===== config.mk =====
export PLATFORM = sky130hd
export DESIGN_NAME = light_conversion_mode_status
export DESIGN_NICKNAME = d
export VERILOG_FILES = /design/src/logic/light_conversion_mode_status.v /design/src/logic/conv_timer.v /design/src/logic/fault_limit.v
export VERILOG_INCLUDE_DIRS = /design/src /design/src/logic
export SDC_FILE = /design/constraint.sdc
export NUM_CORES = 1
export LEC_CHECK = 0
export ABC_AREA = 0
export BUFFER_PORTS_ARGS = -buffer_cell sky130_fd_sc_hd__buf_2
export CAP_MARGIN = 20
export CELL_PAD_IN_SITES_DETAIL_PLACEMENT = 0
export CELL_PAD_IN_SITES_GLOBAL_PLACEMENT = 1
export CORE_ASPECT_RATIO = 0.9
export CORE_UTILIZATION = 45
export DETAILED_ROUTE_END_ITERATION = 10
export HOLD_SLACK_MARGIN = 0.15
export PLACE_DENSITY_LB_ADDON = 0.05
export SLEW_MARGIN = 40
export SYNTH_ARGS = -nofsm -noshare
export SYNTH_HDL_FRONTEND = slang
export SYNTH_SLANG_ARGS = --single-unit
export TNS_END_PERCENT = 50

===== constraint.sdc =====
create_clock -name CLK -period 2.55 [get_ports CLK]
set_input_delay 0.1275 -clock CLK [delete_from_list [all_inputs] [get_ports CLK]]
set_output_delay 0.1275 -clock CLK [all_outputs]
set_load 0.005 [all_outputs]

===== src/logic/lcms_regs.vh =====
// Register map, field layout, reset values and timing of the mode block
`ifndef LCMS_REGS_VH
`define LCMS_REGS_VH

// Word-aligned byte offsets on the register bus
`define OFS_CONFIG 5'h00
`define OFS_HIGH_LIMIT 5'h04
`define OFS_IRQ_STATUS 5'h08
`define OFS_IRQ_MASK 5'h0c
`define OFS_RANGE_NOW 5'h10

// Configuration word field positions
`define CFG_RANGE_HI 15
`define CFG_RANGE_LO 12
`define CFG_CT_BIT 11
`define CFG_MODE_HI 10
`define CFG_MODE_LO 9
`define CFG_OVF_BIT 8
`define CFG_CRF_BIT 7
`define CFG_FH_BIT 6
`define CFG_FC_HI 1
`define CFG_FC_LO 0

// Conversion mode codes
`define MODE_SHUTDOWN 2'h0
`define MODE_SINGLE 2'h1

// Range select codes
`define RANGE_AUTO 4'hc
`define RANGE_MAX 4'hb
`define RANGE_MIN 4'h0

// Reset values
`define RANGE_RST 4'hc
`define CT_RST 1'h1
`define MODE_RST 2'h0
`define FC_RST 2'h0
`define HLIM_RST 16'hffff
`define MASK_RST 3'h0

// Interrupt status bit positions
`define IRQ_DONE 0
`define IRQ_HIGH 1
`define IRQ_OVF 2

// Conversion times in ms, clock in cycles per ms
`define CT_SHORT_MS 100
`define CT_LONG_MS 800
`define CLK_CYC_PER_MS 100000

// Cycles of stale overload after a start: range flop plus two sync flops
`define SETTLE_CYC 2'h3

`endif


===== src/logic/light_conversion_mode_status.v =====
// Conversion mode sequencing and status flags, with Avalon-MM registers
`timescale 1ns/100ps
`include "lcms_regs.vh"
module light_conversion_mode_status #(
  parameter CNT_W = 27,
  parameter SHORT_CYC = `CT_SHORT_MS * `CLK_CYC_PER_MS,
  parameter LONG_CYC = `CT_LONG_MS * `CLK_CYC_PER_MS
) (
  // Clock and reset
  input wire CLK,
  input wire RST_B,
  // Avalon-MM slave
  input wire [4:0] ADDRESS,
  input wire READ,
  input wire WRITE,
  input wire [31:0] WRITEDATA,
  output reg [31:0] READDATA,
  output reg WAITREQUEST,
  // Converter side
  input wire OVERLOAD,
  input wire [15:0] RESULT,
  output reg CONV_ACTIVE,
  output reg [3:0] CONV_RANGE,
  // Interrupt
  output reg IRQ
);

  localparam ST_IDLE = 1'b0;
  localparam ST_RUN = 1'b1;

  reg state_q;
  reg [3:0] range_select_q;
  reg conversion_time_select_q;
  reg [1:0] mode_q;
  reg [1:0] fault_count_setting_q;
  reg [15:0] high_limit_q;
  reg overflow_flag_q;
  reg conversion_ready_flag_q;
  reg ovl_seen_q;
  reg [3:0] range_now_q;
  reg [2:0] irq_status_q;
  reg [2:0] irq_mask_q;
  reg high_prev_q;
  reg ovl_meta_q;
  reg ovl_sync_q;
  reg [15:0] res_meta_q;
  reg [15:0] res_sync_q;
  reg [1:0] settle_q;

  wire req;
  wire access;
  wire wr_cfg;
  wire rd_cfg;
  wire [1:0] wr_mode;
  wire auto_rng;
  wire timer_done;
  wire high_limit_flag;
  wire step_up;
  wire finish;
  wire ovl_live;
  reg start_conv;
  reg stop_conv;
  reg [3:0] start_range;
  reg [2:0] irq_set;
  reg [15:0] cfg_word;
  reg [31:0] rdata_d;

  ////////////////////////////////////////////////////////////////////////
  // Input synchronisers

  // Converter pins come from the analog side, so two flops first
  always @(posedge CLK or negedge RST_B) begin
    if (!RST_B) begin
      ovl_meta_q <= 1'b0;
      ovl_sync_q <= 1'b0;
      res_meta_q <= 16'h0000;
      res_sync_q <= 16'h0000;
    end else begin
      ovl_meta_q <= OVERLOAD;
      ovl_sync_q <= ovl_meta_q;
      res_meta_q <= RESULT;
      res_sync_q <= res_meta_q;
    end
  end

  ////////////////////////////////////////////////////////////////////////
  // Bus access decode

  // Transfer completes on the edge where waitrequest is seen low
  assign req = READ | WRITE;
  assign access = req & ~WAITREQUEST;
  assign wr_cfg = access & WRITE & (ADDRESS == `OFS_CONFIG);
  assign rd_cfg = access & READ & (ADDRESS == `OFS_CONFIG);
  assign wr_mode = WRITEDATA[`CFG_MODE_HI:`CFG_MODE_LO];
  assign auto_rng = (range_select_q == `RANGE_AUTO);

  // One wait state, then one answer cycle
  always @(posedge CLK or negedge RST_B) begin
    if (!RST_B) begin
      WAITREQUEST <= 1'b1;
      READDATA <= 32'h00000000;
    end else begin
      WAITREQUEST <= ~(req & WAITREQUEST);
      if (req & WAITREQUEST) begin
        READDATA <= rdata_d;
      end
    end
  end

  // Configuration word as software sees it; bits 5:2 read zero here
  always @* begin
    cfg_word = 16'h0000;
    cfg_word[`CFG_RANGE_HI:`CFG_RANGE_LO] = range_select_q;
    cfg_word[`CFG_CT_BIT] = conversion_time_select_q;
    cfg_word[`CFG_MODE_HI:`CFG_MODE_LO] = mode_q;
    cfg_word[`CFG_OVF_BIT] = overflow_flag_q;
    cfg_word[`CFG_CRF_BIT] = conversion_ready_flag_q;
    cfg_word[`CFG_FH_BIT] = high_limit_flag;
    cfg_word[`CFG_FC_HI:`CFG_FC_LO] = fault_count_setting_q;
  end

  // Read mux; unmapped addresses answer zero
  always @* begin
    case (ADDRESS)
      `OFS_CONFIG: rdata_d = {16'h0000, cfg_word};
      `OFS_HIGH_LIMIT: rdata_d = {16'h0000, high_limit_q};
      `OFS_IRQ_STATUS: rdata_d = {29'h00000000, irq_status_q};
      `OFS_IRQ_MASK: rdata_d = {29'h00000000, irq_mask_q};
      `OFS_RANGE_NOW: rdata_d = {28'h0000000, range_now_q};
      default: rdata_d = 32'h00000000;
    endcase
  end

  ////////////////////////////////////////////////////////////////////////
  // Conversion sequencing

  // Auto ranging steps up only below the top range
  assign step_up = (state_q == ST_RUN) & auto_rng & ovl_live &
    (range_now_q < `RANGE_MAX);
  assign finish = (state_q == ST_RUN) & timer_done & ~step_up;
  assign ovl_live = ovl_sync_q & (settle_q == 2'h0); // Not from old range

  // Start, stop and next range for the timer
  always @* begin
    start_conv = 1'b0;
    stop_conv = 1'b0;
    start_range = auto_rng ? `RANGE_MIN : range_select_q;
    if (wr_cfg) begin
      if (wr_mode == `MODE_SHUTDOWN) begin
        stop_conv = 1'b1;
      end else begin
        start_conv = 1'b1;
      end
      if (WRITEDATA[`CFG_RANGE_HI:`CFG_RANGE_LO] == `RANGE_AUTO) begin
        start_range = `RANGE_MIN;
      end else begin
        start_range = WRITEDATA[`CFG_RANGE_HI:`CFG_RANGE_LO];
      end
    end else if (step_up) begin
      start_conv = 1'b1;
      start_range = range_now_q + 4'h1;
    end else if (finish & mode_q[1]) begin
      start_conv = 1'b1;
    end
  end

  // Mode field, settings and run state
  always @(posedge CLK or negedge RST_B) begin
    if (!RST_B) begin
      state_q <= ST_IDLE;
      mode_q <= `MODE_RST;
      range_select_q <= `RANGE_RST;
      conversion_time_select_q <= `CT_RST;
      fault_count_setting_q <= `FC_RST;
      high_limit_q <= `HLIM_RST;
      range_now_q <= `RANGE_RST;
    end else begin
      if (start_conv) begin
        range_now_q <= start_range;
      end
      case (state_q)
        ST_IDLE: begin
          if (start_conv) begin
            state_q <= ST_RUN;
          end
        end
        ST_RUN: begin
          if (stop_conv) begin
            state_q <= ST_IDLE;
          end else if (finish & ~start_conv) begin
            state_q <= ST_IDLE;
          end
        end
        default: state_q <= ST_IDLE;
      endcase
      if (wr_cfg) begin
        mode_q <= wr_mode;
        range_select_q <= WRITEDATA[`CFG_RANGE_HI:`CFG_RANGE_LO];
        conversion_time_select_q <= WRITEDATA[`CFG_CT_BIT];
        fault_count_setting_q <= WRITEDATA[`CFG_FC_HI:`CFG_FC_LO];
      end else if (finish & (mode_q == `MODE_SINGLE)) begin
        mode_q <= `MODE_SHUTDOWN;
      end
      if (access & WRITE & (ADDRESS == `OFS_HIGH_LIMIT)) begin
        high_limit_q <= WRITEDATA[15:0];
      end
    end
  end

  ////////////////////////////////////////////////////////////////////////
  // Overflow and ready flags

  // Overload latch per attempt; stale pin value ignored after each start
  always @(posedge CLK or negedge RST_B) begin
    if (!RST_B) begin
      ovl_seen_q <= 1'b0;
      overflow_flag_q <= 1'b0;
      settle_q <= 2'h0;
    end else begin
      if (start_conv) begin
        ovl_seen_q <= 1'b0;
        settle_q <= `SETTLE_CYC;
      end else if (settle_q != 2'h0) begin
        settle_q <= settle_q - 2'h1;
      end else if ((state_q == ST_RUN) & ovl_sync_q) begin
        ovl_seen_q <= 1'b1;
      end
      // Auto mode reaches here only without overload or at top range
      if (finish) begin
        overflow_flag_q <= ovl_seen_q | ovl_live;
      end
    end
  end

  // Set beats clear; a read clears only a flag that it returned as set
  always @(posedge CLK or negedge RST_B) begin
    if (!RST_B) begin
      conversion_ready_flag_q <= 1'b0;
    end else if (finish) begin
      conversion_ready_flag_q <= 1'b1;
    end else if ((rd_cfg & READDATA[`CFG_CRF_BIT]) |
      (wr_cfg & (wr_mode != `MODE_SHUTDOWN))) begin
      conversion_ready_flag_q <= 1'b0;
    end
  end

  ////////////////////////////////////////////////////////////////////////
  // Interrupt status, mask and output

  // Events: conversion end, high flag rising, overflow at end
  always @* begin
    irq_set = 3'h0;
    irq_set[`IRQ_DONE] = finish;
    irq_set[`IRQ_HIGH] = high_limit_flag & ~high_prev_q;
    irq_set[`IRQ_OVF] = finish & (ovl_seen_q | ovl_live);
  end

  // Write one to clear; a same-cycle event keeps its bit
  always @(posedge CLK or negedge RST_B) begin
    if (!RST_B) begin
      irq_status_q <= 3'h0;
      irq_mask_q <= `MASK_RST;
      high_prev_q <= 1'b0;
      IRQ <= 1'b0;
    end else begin
      high_prev_q <= high_limit_flag;
      if (access & WRITE & (ADDRESS == `OFS_IRQ_STATUS)) begin
        irq_status_q <= (irq_status_q & ~WRITEDATA[2:0]) | irq_set;
      end else begin
        irq_status_q <= irq_status_q | irq_set;
      end
      if (access & WRITE & (ADDRESS == `OFS_IRQ_MASK)) begin
        irq_mask_q <= WRITEDATA[2:0];
      end
      // Output lags status by one cycle to come from a flop
      IRQ <= |(irq_status_q & irq_mask_q);
    end
  end

  ////////////////////////////////////////////////////////////////////////
  // Converter-facing outputs

  always @(posedge CLK or negedge RST_B) begin
    if (!RST_B) begin
      CONV_ACTIVE <= 1'b0;
      CONV_RANGE <= `RANGE_RST;
    end else begin
      CONV_ACTIVE <= (state_q == ST_RUN);
      CONV_RANGE <= range_now_q;
    end
  end

  ////////////////////////////////////////////////////////////////////////
  // Submodules

  conv_timer #(
    .CNT_W(CNT_W),
    .SHORT_CYC(SHORT_CYC),
    .LONG_CYC(LONG_CYC)
  ) u_timer (
    .clk(CLK),
    .rst_b(RST_B),
    .start(start_conv),
    .stop(stop_conv),
    .len_long(wr_cfg ? WRITEDATA[`CFG_CT_BIT] : conversion_time_select_q),
    .done_q(timer_done),
    .busy_q()
  );

  fault_limit #(
    .DW(16)
  ) u_high (
    .clk(CLK),
    .rst_b(RST_B),
    .measure(finish),
    .result(res_sync_q),
    .limit(high_limit_q),
    .fault_count_setting(fault_count_setting_q),
    .flag_q(high_limit_flag)
  );

endmodule


===== src/logic/conv_timer.v =====
// Integration timer: counts one conversion period and pulses at its end
`timescale 1ns/100ps
`include "lcms_regs.vh"
module conv_timer #(
  parameter CNT_W = 27,
  parameter SHORT_CYC = `CT_SHORT_MS * `CLK_CYC_PER_MS,
  parameter LONG_CYC = `CT_LONG_MS * `CLK_CYC_PER_MS
) (
  // Clock and reset
  input wire clk,
  input wire rst_b,
  // Control
  input wire start,
  input wire stop,
  input wire len_long,
  // Status
  output reg done_q,
  output reg busy_q
);

  reg [CNT_W-1:0] count_q;
  wire [CNT_W-1:0] short_load;
  wire [CNT_W-1:0] long_load;

  // Two less: done flop and finish edge each add one; periods must be >= 2
  assign short_load = SHORT_CYC[CNT_W-1:0] - {{(CNT_W-2){1'b0}}, 2'b10};
  assign long_load = LONG_CYC[CNT_W-1:0] - {{(CNT_W-2){1'b0}}, 2'b10};

  // Start reloads even when busy, so an abort-restart needs no idle gap
  always @(posedge clk or negedge rst_b) begin
    if (!rst_b) begin
      count_q <= {CNT_W{1'b0}};
      busy_q <= 1'b0;
      done_q <= 1'b0;
    end else begin
      done_q <= 1'b0;
      if (start) begin
        count_q <= len_long ? long_load : short_load;
        busy_q <= 1'b1;
      end else if (stop) begin
        busy_q <= 1'b0;
      end else if (busy_q) begin
        if (count_q == {CNT_W{1'b0}}) begin
          busy_q <= 1'b0;
          done_q <= 1'b1;
        end else begin
          count_q <= count_q - {{(CNT_W-1){1'b0}}, 1'b1};
        end
      end
    end
  end

endmodule


===== src/logic/fault_limit.v =====
// Consecutive-exceedance counter behind the high-limit flag
`timescale 1ns/100ps
module fault_limit #(
  parameter DW = 16
) (
  // Clock and reset
  input wire clk,
  input wire rst_b,
  // Measurement in
  input wire measure,
  input wire [DW-1:0] result,
  input wire [DW-1:0] limit,
  input wire [1:0] fault_count_setting,
  // Flag out
  output reg flag_q
);

  reg [3:0] count_q;
  wire [3:0] count_inc;

  // Consecutive events needed for each fault count code
  function [3:0] needed;
    input [1:0] code;
    begin
      case (code)
        2'h0: needed = 4'h1;
        2'h1: needed = 4'h2;
        2'h2: needed = 4'h4;
        default: needed = 4'h8;
      endcase
    end
  endfunction

  assign count_inc = (count_q == 4'h8) ? count_q : count_q + 4'h1;

  // Only a measurement moves the flag; shutdown leaves it standing
  always @(posedge clk or negedge rst_b) begin
    if (!rst_b) begin
      count_q <= 4'h0;
      flag_q <= 1'b0;
    end else if (measure) begin
      if (result > limit) begin
        count_q <= count_inc;
        if (count_inc >= needed(fault_count_setting)) begin
          flag_q <= 1'b1;
        end
      end else begin
        count_q <= 4'h0;
        flag_q <= 1'b0;
      end
    end
  end

endmodule


# Word level (Yosys, flattened, before mapping)
# Cells that the tools add are included.
dict set report word_totals {
  register_bits 149
  inputBits 58
  output_inout_bits 39
}
dict set report classes {
  n_reduce_logical 16
  add_sub_neg 4
  magnitude_cmp 3
  n_bitwise 37
  n_eq_ne 14
  n_mux 46
}
# cell count
set ops {}
lappend ops {{2-to-1 mux 27 bit} 5}
lappend ops {{case mux 16 bit (5 select lines)} 1}
lappend ops {{2-to-1 mux 4 bit} 8}
lappend ops {{logical NOT 27 bit} 1}
lappend ops {{subtractor 27 x 1 -> 27 bit, second input constant} 1}
lappend ops {{2-to-1 mux 1 bit} 25}
lappend ops {{AND 1 bit} 23}
lappend ops {{greater-than comparator 16 bit} 1}
lappend ops {{nonzero test 2 bit} 7}
lappend ops {{== test 4 bit, second input constant} 3}
lappend ops {{case mux 4 bit (3 select lines)} 1}
lappend ops {{== test 5 x 4 -> 1 bit, second input constant} 2}
lappend ops {{adder 4 x 1 -> 4 bit, second input constant} 2}
lappend ops {{2-to-1 mux 2 bit} 4}
lappend ops {{inequality test 2 bit, second input constant} 4}
lappend ops {{AND 3 bit} 2}
lappend ops {{logical NOT 2 bit} 3}
lappend ops {{NOT 1 bit} 6}
lappend ops {{bitwise OR 3 bit} 2}
lappend ops {{== test 5 x 3 -> 1 bit, second input constant} 1}
lappend ops {{== test 5 bit, second input constant} 1}
lappend ops {{logical NOT 5 bit} 1}
lappend ops {{== test 2 x 1 -> 1 bit, second input constant} 2}
lappend ops {{greater-or-equal comparator 4 bit} 1}
lappend ops {{10 further kinds} 13}

# Longest topological paths before layout
# Gate-level depths: netlist (run 1).
dict set report logic_depth {
  ltp_word 15
  depth_mapped 13
  mapped_depth_nobuf 13
}

# By module
# Synthesis (run 1) repeated with hierarchy kept, for this count alone.
dict set report unflattened {
  hier_cells 579
  hier_area_um2 6311.1
}
# module area_per_inst_um2 cells_per_inst seq_area_each_um2 instances
set by_module_without_submodules {}
lappend by_module_without_submodules {light_conversion_mode_status 3900.0 319 2507.4 1}
lappend by_module_without_submodules {conv_timer 1585.3 158 725.7 1}
lappend by_module_without_submodules {fault_limit 825.8 102 125.1 1}

# Least setup slack after synthesis (run 1)
# No wires, ideal clock.
dict set report synth_timing {
  path_type {flip-flop to flip-flop}
  start {reg u_timer.count_q[0]}
  end {reg u_timer.count_q[7]}
  n_path_buf 0
  slack_ns 0.222
  arrival_ns 2.204
  synth_period_minus_slack_ns 2.328
  required_ns 2.426
  setup_ns 0.124
  stages_incl_launch_ff 9
  cell_sequence {dfrtp_1 -> inv_1 -> ha_1 -> or4b_1 -> or3_4 -> o31a_4 -> nand2_2 -> o21ai_2 -> a211o_1}
}
dict set report synth_via {
  elab_chain_len 5
}
# item line
set synth_lines {}
lappend synth_lines {{start, declared} conv_timer.v:21} ;# reg [CNT_W-1:0] count_q;
lappend synth_lines {{start signal, assigned} conv_timer.v:32} ;# count_q <= {CNT_W{1'b0}};
lappend synth_lines {{start signal, assigned} conv_timer.v:38} ;# count_q <= len_long ? long_load : short_load;
lappend synth_lines {{start signal, assigned} conv_timer.v:47} ;# count_q <= count_q - {{(CNT_W-1){1'b0}}, 1'b1};
lappend synth_lines {{subtractor 27 x 1 -> 27 bit} conv_timer.v:47}
lappend synth_lines {{2-to-1 mux 27 bit} conv_timer.v:43} ;# if (count_q == {CNT_W{1'b0}}) begin
lappend synth_lines {{2-to-1 mux 27 bit} conv_timer.v:42} ;# end else if (busy_q) begin
lappend synth_lines {{2-to-1 mux 27 bit} conv_timer.v:40} ;# end else if (stop) begin
lappend synth_lines {{2-to-1 mux 27 bit} conv_timer.v:37} ;# if (start) begin
# Several ways; a longest one is shown, not always the timed one. The select of a mux whose other input is x is not followed.
# A chain may end at the register's enable or synchronous reset.

# Worst setup path in the final report (run 1)
dict set report layout_timing {
  start {reg u_timer.count_q[1]}
  end {reg u_timer.count_q[8]}
}
# The elaborated chain is that of the path after synthesis.

==> impl_metrics.tcl, run 1 <==
set metrics [dict create \
    status "finished clean" \
    start_util_pct 46.46 \
    power.density_nw_per_um2 745.4 \
    ys_warn_count 0 \
    maxSlewViolCount 0 \
    drtIter0Drc 365 \
    multi_input_area_um2 2656 \
    layout_commonest_cell "dfrtp_1" \
    antenna_found_initial 0 \
    endpoint_kind "register" \
    ys_async_sr_fraction_pct 100.0 \
    setup_ws_ns 0.1193 \
    crit_slowest_cell "or4b_1" \
    n_antenna_cell 0 \
    cts-root-buf "clkbuf_16" \
    n_fill_cell 1142 \
    cellLeakagePower_uw 0.003589 \
    pwr-share-seq_pct 44.5 \
    wire_per_inst_um 17.04 \
    io_buffers 64 \
    dpl_worst_slack_ns 0.08210 \
    die_area_um2 14380 \
    dp_hpwl_um 10720 \
    core_area_um2 13460 \
    cts_num_sinks 133 \
    syn_inst 583 \
    synth_edf_count 0 \
    yosysSeqAreaShare_pct 53.69 \
    hold_viol_final 0 \
    drtAntennaViolNets 0 \
    p_clk_share_pct 40.0 \
    synth_seq_cells 133 \
    cp-start-kind "register" \
    arrival_ns 2.74 \
    regArea_um2 3358 \
    first_pass_iters 5 \
    cts_htree_levels 4 \
    gp_congestion 0.8226 \
    finalCriticalPeriod_ns 2.431 \
    first_global_vias 4745 \
    numCtsBuffers 17 \
    met1_usage_pct 32.52 \
    p_switching_uw 1650 \
    required_ns 2.86 \
    synthFlopType "dfrtp_1" \
    rows 40 \
    hold_path_class "in -> reg" \
    io_pins 97 \
    grt_use_met2_pct 34.55 \
    fin_crit_sh_pct 95.32 \
    grt_use_met3_pct 3.940 \
    grt_pass1_wl_um 24960 \
    final_cell_mix "dfrtp_1, nand2_1, buf_2" \
    grt_overflow 0 \
    cpLargestDelayFamily "simple AND/OR/NAND/NOR gates" \
    syn_avg_cell_area_um2 10.73 \
    busiest_layer "met2" \
    cp_max_fo 5 \
    syn_area_um2 6255 \
    crit_chain "inv_1, ha_1, or4b_1, or3_4, o31ai_4, buf_4, nor2_1, a221o_1" \
    synth.distinct_cells 68 \
    worst-setup-path-type "reg -> reg" \
    relSlewSlack_pct 51.42 \
    cap_violations 0 \
    power_frac_comb_pct 15.5 \
    setup_viol 0 \
    finalClockSkew_ns 0.008762 \
    dieHeight_um 113.8 \
    grt_max_degree 83 \
    drc 0 \
    max_clock_freq_ghz 0.4114 \
    drive_gt1_share_pct 26.55 \
    clockBufferDepth 2 \
    fin_nets 798 \
    clk_latency_ns 0.42 \
    cts_tree "built" \
    path_buf_inv 2 \
    max-vdd-ir-drop_v 0.0004662 \
    final_util_pct 58.24 \
    critical-path-max-stage-delay_ns 0.45 \
    sw_frac_of_total_pct 28.22 \
    netlist_top_cells_area "dfrtp_1, dfstp_2, ha_1" \
    yosysTopAreaCellShare_pct 43.61 \
    yosysTopAreaCell "dfrtp_1" \
    area_delta_synth_final_pct 25.37 \
    vias 4852 \
    die_w_um 126.3 \
    clk_transition_reported_paths_ns 0.06 \
    grt_usage_pct 22.87 \
    p_int_uw 4195 \
    viasPerCell 5.421 \
    routed_wl_um 15260 \
    tightest_slew_ns 0.7287 \
]
[path summary, 6_finish.rpt]
kind / slack, ns / to / depth (start not counted) / from
max: 0.12 / u_timer.count_q[8]$_DFFE_PN0P_ / 8 / u_timer.count_q[1]$_DFFE_PN0P_
min: 0.16 / READDATA[2]$_DFFE_PN0P_ / 4 / ADDRESS[0]
max reg2reg: 0.12 / u_timer.count_q[8]$_DFFE_PN0P_ / 8 / u_timer.count_q[1]$_DFFE_PN0P_
min reg2reg: 0.35 / res_sync_q[11]$_DFF_PN0_ / 0 / res_meta_q[11]$_DFF_PN0_
max in group asynchronous: 1.45 / u_timer.busy_q$_DFF_PN0_ / 3 / RST_B
min in group asynchronous: 0.31 / ovl_meta_q$_DFF_PN0_ / 2 / RST_B
[registers in the layout, indices dropped and copies added (netlist names), 2 cells and up]
name,cells
CONV_RANGE,4
READDATA,16
fault_count_setting_q,2
high_limit_q,16
irq_mask_q,3
irq_status_q,3
mode_q,2
range_now_q,4
range_select_q,4
res_meta_q,16
res_sync_q,16
settle_q,2
u_high.count_q,4
u_timer.count_q,27
[power groups by stage]
| stage | logic (µW) | clock network [µW] | registers [µW] |
|---|---|---|---|
| detailed placement | 860 | 0 | 2630 |
| finish | 904 | 2340 | 2600 |
| CTS | 911 | 2380 | 2600 |
| global route | 1040 | 2490 | 2630 |
| floorplan | 578 | 0 | 2580 |
| global placement | 828 | 0 | 2620 |
[layout make-up]
cell class	count	area share, %
Multi-Input combinational cell	401	33.88
Sequential cell	133	42.83
Tap cell	168	2.681
Clock inverter	13	1.564
Clock buffer	19	5.649
Timing Repair Buffer	131	11.97
Inverter	30	1.436
[cells by family after synthesis]
family                   Yosys count  share of synthesized area, %
buffers and inverters             64                         5.041
multiplexers                      24                         4.261
other                              1                       0.05995
adder cells (fa/ha/maj)           26                         5.201
flip-flops                       133                         53.69
AND/OR/NAND/NOR                  202                         16.30
XOR/XNOR                          16                         2.241
AO/OA/AOI/OAI                    117                         13.20
[per-layer routing]
layer  share of wire [%]  up-vias
met2                  45      133
met3                 4.7       29
met1                  49     2383
met5                   0        -
met4                 1.7        0
li1                    -     2307
[synth_stat cells, types with 8 or more instances]
cell      instances
a21oi_1          21
nor4_1           13
dfrtp_1         109
ha_1             26
dfstp_2          24
xnor2_1          13
inv_1            30
o21ai_0          28
clkbuf_1          8
a22oi_1          10
nor3_1           12
or3_1             9
buf_4            17
buf_2             9
nor2_1           27
nand2_1          85
mux2_2           21
nand3_1          15
[timing repair]
action,in CTS,in global routing
buffers inserted,0,4
endpoints found under the hold margin,113,0
hold buffers,37,0
setup endpoints to repair,0,4
resized for setup,0,7
[through the flow]
step / area, µm² / TNS, ns / hold WS [ns] / total power, µW / std cells
6_report: 7841 / 0 / 0.1611 / 5845 / 895
3_5_place_dp: 6853 / 0 / 0.2193 / 3491 / 822
3_3_place_gp: 6853 / 0 / 0.2139 / 3450 / 822
4_1_cts: 7789 / 0 / 0.1625 / 5890 / 891
2_1_floorplan: 6311 / 0 / -0.1681 / 3154 / 598
5_1_grt: 7841 / -0.06599 / 0.2047 / 6154 / 895
[tightest hold or removal path, stage by stage]
cell	delay, ns
buf_2	0.10
nor3_1	0.08
a32oi_1	0.15
o21ai_0	0.08
(Power assumes the default switching activity.)
==> inputs of run 2 (changes only) <==
- PLACE_DENSITY_LB_ADDON: 0.05 -> 0.2
==> run 2 against run 1 <==
  * Design area increased by 0.88%
  * Sequential cell count unchanged
  * Utilization increased by 0.51 points
  * Non-clock buffer count is 1 higher
  * Setup slack worse by 0.016 ns
  * Clock power is 7% higher
==> impl_metrics.tcl, run 2 (synthesized netlist as in run 1, its figures left out) <==
set metrics [dict create \
    status "finished clean" \
    vias 4849 \
    numCtsBuffers 17 \
    n_fill_cell 1140 \
    required_ns 2.85 \
    cts-root-buf "clkbuf_16" \
    io_pins 97 \
    cts_tree "built" \
    cp-start-kind "register" \
    hold_viol_final 0 \
    drtAntennaViolNets 0 \
    cellLeakagePower_uw 0.003615 \
    core_area_um2 13460 \
    viasPerCell 5.412 \
    n_antenna_cell 0 \
    io_buffers 64 \
    antenna_found_initial 0 \
    power_uw 6032 \
    path_buf_inv 1 \
    rsz0062_at_grt "true" \
    fin_nets 799 \
    hold_path_class "in -> reg" \
    layout_commonest_cell "dfrtp_1" \
    routed_wl_um 15030 \
    die_area_um2 14380 \
    gp_congestion 0.8481 \
    cp_max_fo 6 \
    regMostFlops "u_timer.count_q" \
    setup_viol 0 \
    relSlewSlack_pct 55.09 \
    dpl.cell_count 825 \
    drtIter0Drc 300 \
    cts_htree_levels 4 \
    drive_gt1_share_pct 27.20 \
    cpLargestDelayFamily "simple AND/OR/NAND/NOR gates" \
    maxSlewViolCount 0 \
    setup_ws_ns 0.1033 \
    crit_chain "inv_1, ha_1, or4b_1, or3_4, o31a_4, nand2_2, o21ai_2, a211o_1" \
    start_util_pct 46.46 \
    fin_crit_sh_pct 95.95 \
    finalCriticalPeriod_ns 2.447 \
    clk_transition_reported_paths_ns 0.06 \
    final_cell_mix "dfrtp_1, nand2_1, buf_2" \
    power.density_nw_per_um2 762.6 \
    clockBufferDepth 2 \
    dp_hpwl_um 10650 \
    crit_slowest_cell "or4b_1" \
    grt_max_degree 61 \
    rows 40 \
    critical-path-max-stage-delay_ns 0.45 \
    die_w_um 126.3 \
    wire_per_inst_um 16.77 \
    finalClockSkew_ns 0.007300 \
    grt_usage_pct 22.76 \
    final_cells 896 \
    dpl_worst_slack_ns 0.07578 \
    grt_pass1_wl_um 25160 \
    grt_overflow 0 \
    largest_register_ffs 27 \
    tightest_slew_ns 0.6732 \
    max-vdd-ir-drop_v 0.0007288 \
    cap_violations 0 \
    clk_latency_ns 0.42 \
    arrival_ns 2.75 \
    first_global_vias 4878 \
    dieHeight_um 113.8 \
    worst-setup-path-type "reg -> reg" \
    area_delta_synth_final_pct 26.47 \
    cts_num_sinks 133 \
    max_clock_freq_ghz 0.4087 \
    endpoint_kind "register" \
    first_pass_iters 5 \
    drc 0 \
]
## run 2: cell types whose count changed in the layout (fill, tap and decap cells not counted), moves of 2 or more
| cell | before | now |
|---|---|---|
| inv_6 | 4 | 9 |
| clkinv_2 | 3 | 0 |
| clkinvlp_4 | 3 | 1 |
| inv_8 | 1 | 3 |
## run 2: layer usage
layer | global-route usage [%] | share of wire, % | up-vias
met5 | 0 | 0 | -
met4 | 7.470 | 1.3 | 0
met3 | 4.268 | 4.1 | 17
met2 | 33.78 | 44 | 123
met1 | 33.55 | 50 | 2391
li1 | - | - | 2318
## run 2: where the power goes
group | total (µW) | internal, µW | switching, µW | leakage [µW]
combinational | 930 | 436 | 494 | 0.00174
sequential | 2590 | 2390 | 199 | 0.00158
clock | 2510 | 1490 | 1030 | 0.000297
## run 2: path summary, 6_finish.rpt
kind / start / to / slack (ns) / cells past startpoint
worst max register to register: u_timer.count_q[1]$_DFFE_PN0P_ / u_timer.count_q[26]$_DFFE_PN0P_ / 0.10 / 8
worst min register to register: res_meta_q[0]$_DFF_PN0_ / res_sync_q[0]$_DFF_PN0_ / 0.35 / 0
max in group asynchronous: RST_B / high_limit_q[1]$_DFFE_PN1P_ / 1.54 / 3
worst min-delay path: ADDRESS[0] / READDATA[3]$_DFFE_PN0P_ / 0.20 / 4
worst max-delay path: u_timer.count_q[1]$_DFFE_PN0P_ / u_timer.count_q[26]$_DFFE_PN0P_ / 0.10 / 8
min in group asynchronous: RST_B / u_timer.count_q[18]$_DFFE_PN0P_ / 0.21 / 2
## run 2: through the flow
| stage | util [%] | hold slack [ns] | instance area, µm² | setup TNS [ns] |
|---|---|---|---|---|
| global route | 58.75 | 0.2285 | 7910 | -0.00009748 |
| floorplan | - | -0.1681 | 6311 | 0 |
| detailed placement | 51.22 | 0.09276 | 6895 | 0 |
| global placement | 51.16 | 0.08521 | 6888 | 0 |
| CTS | 58.47 | 0.1888 | 7871 | 0 |
| finish | 58.75 | 0.2021 | 7910 | 0 |
## run 2: repair_timing
item / CTS / global route
setup buffers: 0 / 2
hold buffers: 37 / 0
gates resized for setup: 0 / 6
hold endpoints to repair: 143 / 0
endpoints found under the setup margin: 0 / 2
## run 2: layout make-up
| class | count | area (µm²) | share of cell area [%] |
|---|---|---|---|
| flip-flops and latches | 133 | 3358 | 42.45 |
| multi-input cells | 401 | 2665 | 33.69 |
| repair buffers | 132 | 958.4 | 12.12 |
| clock buffers | 17 | 425.4 | 5.378 |
| well taps | 168 | 210.2 | 2.657 |
| clock inverters | 15 | 180.2 | 2.278 |
| inverters | 30 | 112.6 | 1.424 |
## run 2: tightest hold or removal path: cells and delay by family
| kind | cells | cell delay, ns |
|---|---|---|
| AOI/OAI and AO/OA | 2 | 0.27 |
| buffers and inverters | 1 | 0.10 |
| and+or+nand+nor | 1 | 0.07 |
==> inputs of run 3 (changes only) <==
- CORE_MARGIN: unset -> 1.5
==> run 3 against run 2 <==
  * Critical path depth is the same
  * Combinational power down 2%
  * Non-clock buffer count down 4
  * Routed wire length fell by 1.2%
  * Count of clock-buffer cells in the layout up 1
  * Sequential cell count is the same
  * Sequential share of layout area rose by 0.26 points
  * Maximum frequency grew 0.97%
  * First-iteration DRC count up 11%
  * Via count decreased by 1.1%
  * Critical path type unchanged
==> impl_metrics.tcl, run 3 (synthesized netlist as in run 1, its figures left out) <==
set metrics [dict create \
    relSlewSlack_pct 55.85 \
    antenna_found_initial 0 \
    hold_slack_ns 0.2181 \
    grt_overflow 0 \
    cellLeakagePower_uw 0.003572 \
    finalClockSkew_ns 0.01203 \
    worst-setup-path-type "reg -> reg" \
    largest_register_ffs 27 \
    tightest_slew_ns 0.6619 \
    drtAntennaViolNets 0 \
    p_int_uw 4271 \
    dieHeight_um 114.8 \
    rows 40 \
    first_global_vias 4797 \
    viasPerCell 5.378 \
    clk_latency_ns 0.42 \
    critical-path-max-stage-delay_ns 0.46 \
    rsz0062_at_grt "false" \
    crit_slowest_cell "or4b_4" \
    start_util_pct 46.46 \
    max_clock_freq_ghz 0.4127 \
    crit_chain "inv_1, ha_1, or4b_4, or3_4, o31ai_4, buf_4, nor2_1, a221o_1" \
    die_w_um 127.3 \
    cp_max_fo 5 \
    drc 0 \
    fin_crit_sh_pct 95.03 \
    maxSlewViolCount 0 \
    core_area_um2 13460 \
    gp_congestion 0.8299 \
    n_fill_cell 1106 \
    cp-start-kind "register" \
    wire_per_inst_um 16.64 \
    setup_tns_ns 0 \
    max-vdd-ir-drop_v 0.0005626 \
    grt_pass1_wl_um 24540 \
    io_buffers 64 \
    r2r_cells 8 \
    clockBufferDepth 2 \
    status "finished clean" \
    fin_nets 795 \
    drive_gt1_share_pct 26.80 \
    die_area_um2 14620 \
    power_uw 5881 \
    numCtsBuffers 17 \
    first_pass_iters 5 \
    dp_hpwl_um 10480 \
    arrival_ns 2.72 \
    p_switching_uw 1610 \
    cts_htree_levels 4 \
    hold_path_class "in -> async" \
    grt_max_degree 81 \
    drtIter0Drc 333 \
    hold_viol_final 0 \
    p_clk_share_pct 40.4 \
    grt_usage_pct 21.96 \
    clk_transition_reported_paths_ns 0.06 \
    cts_num_sinks 133 \
    required_ns 2.85 \
    final_cell_mix "dfrtp_1, nand2_1, buf_2" \
    finalCriticalPeriod_ns 2.423 \
    cts_tree "built" \
    sw_frac_of_total_pct 27.37 \
    cts-root-buf "clkbuf_16" \
    pwr-share-seq_pct 44.1 \
    area_delta_synth_final_pct 25.71 \
    power_frac_comb_pct 15.5 \
    layout_commonest_cell "dfrtp_1" \
    cap_violations 0 \
    endpoint_kind "register" \
    n_antenna_cell 0 \
    power.density_nw_per_um2 748.0 \
    regMostFlops "u_timer.count_q" \
    setup_viol 0 \
    io_pins 97 \
    routed_wl_um 14840 \
    vias 4797 \
]
run 3: changes by cell type in the layout (fill, tap and decap cells not counted), moves of 3 or more:
cell	before	now
clkinv_4	0	4
clkinvlp_4	1	5
inv_8	3	0
inv_6	9	2
buf_4	28	25
run 3: final cells by class:
type                       count  area (µm²)  share of cell area [%]
clock buffer                  18       429.2                   5.458
clock inverter                14       155.1                   1.973
inverter                      30       112.6                   1.432
multi-input combinational    401        2673                   33.99
timing repair buffer         128       924.6                   11.76
tap                          168       210.2                   2.673
sequential                   133        3358                   42.71
run 3: worst max-delay path: cells and delay by family, from the launching register on:
family	cells	cell delay (ns)
adders and majority gates	1	0.15
buffers and inverters	2	0.28
and+or+nand+nor	3	0.95
AOI/OAI and AO/OA	2	0.55
DFF	1	0.39
run 3: per-stage QoR:
stage | util, % | cell area (µm²) | std cells | setup WS, ns
floorplan | - | 6311 | 598 | 0.2221
CTS | 58.14 | 7828 | 891 | 0.06786
global route | 58.40 | 7863 | 892 | 0.01459
global placement | 50.99 | 6865 | 822 | 0.1159
detailed placement | 51.05 | 6873 | 822 | 0.07971
finish | 58.40 | 7863 | 892 | 0.1268
run 3: metal layers:
metal | GRT usage, % | vias up | part of all wire, %
met1 | 31.63 | 2342 | 50
met4 | 7.955 | 0 | 1.3
met5 | 0 | - | 0
met2 | 32.40 | 134 | 44
li1 | - | 2305 | -
met3 | 5.351 | 16 | 5.0
run 3: what timing repair did:
item	4_1_cts	5_1_grt
hold buffers	37	0
buffers inserted	0	1
resized for setup	0	7
hold endpoints to repair	106	0
setup endpoints to repair	0	4
run 3: final timing paths:
kind / start / end / slack, ns
min in group CLK: WRITE / conversion_ready_flag_q$_DFFE_PN0P_ / 0.22
max in group asynchronous: RST_B / high_limit_q[2]$_DFFE_PN1P_ / 1.48
hold reg to reg: res_meta_q[11]$_DFF_PN0_ / res_sync_q[11]$_DFF_PN0_ / 0.35
setup / recovery: u_timer.count_q[1]$_DFFE_PN0P_ / u_timer.count_q[8]$_DFFE_PN0P_ / 0.13
hold / removal: RST_B / u_timer.count_q[20]$_DFFE_PN0P_ / 0.22
setup reg to reg: u_timer.count_q[1]$_DFFE_PN0P_ / u_timer.count_q[8]$_DFFE_PN0P_ / 0.13
run 3: power groups by stage:
stage / combinational, µW / sequential, µW / clock (µW)
after floorplan: 578 / 2580 / 0
after global placement: 837 / 2620 / 0
after detailed placement: 864 / 2630 / 0
after CTS: 913 / 2590 / 2430
after global routing: 1060 / 2630 / 2520
final: 914 / 2590 / 2370
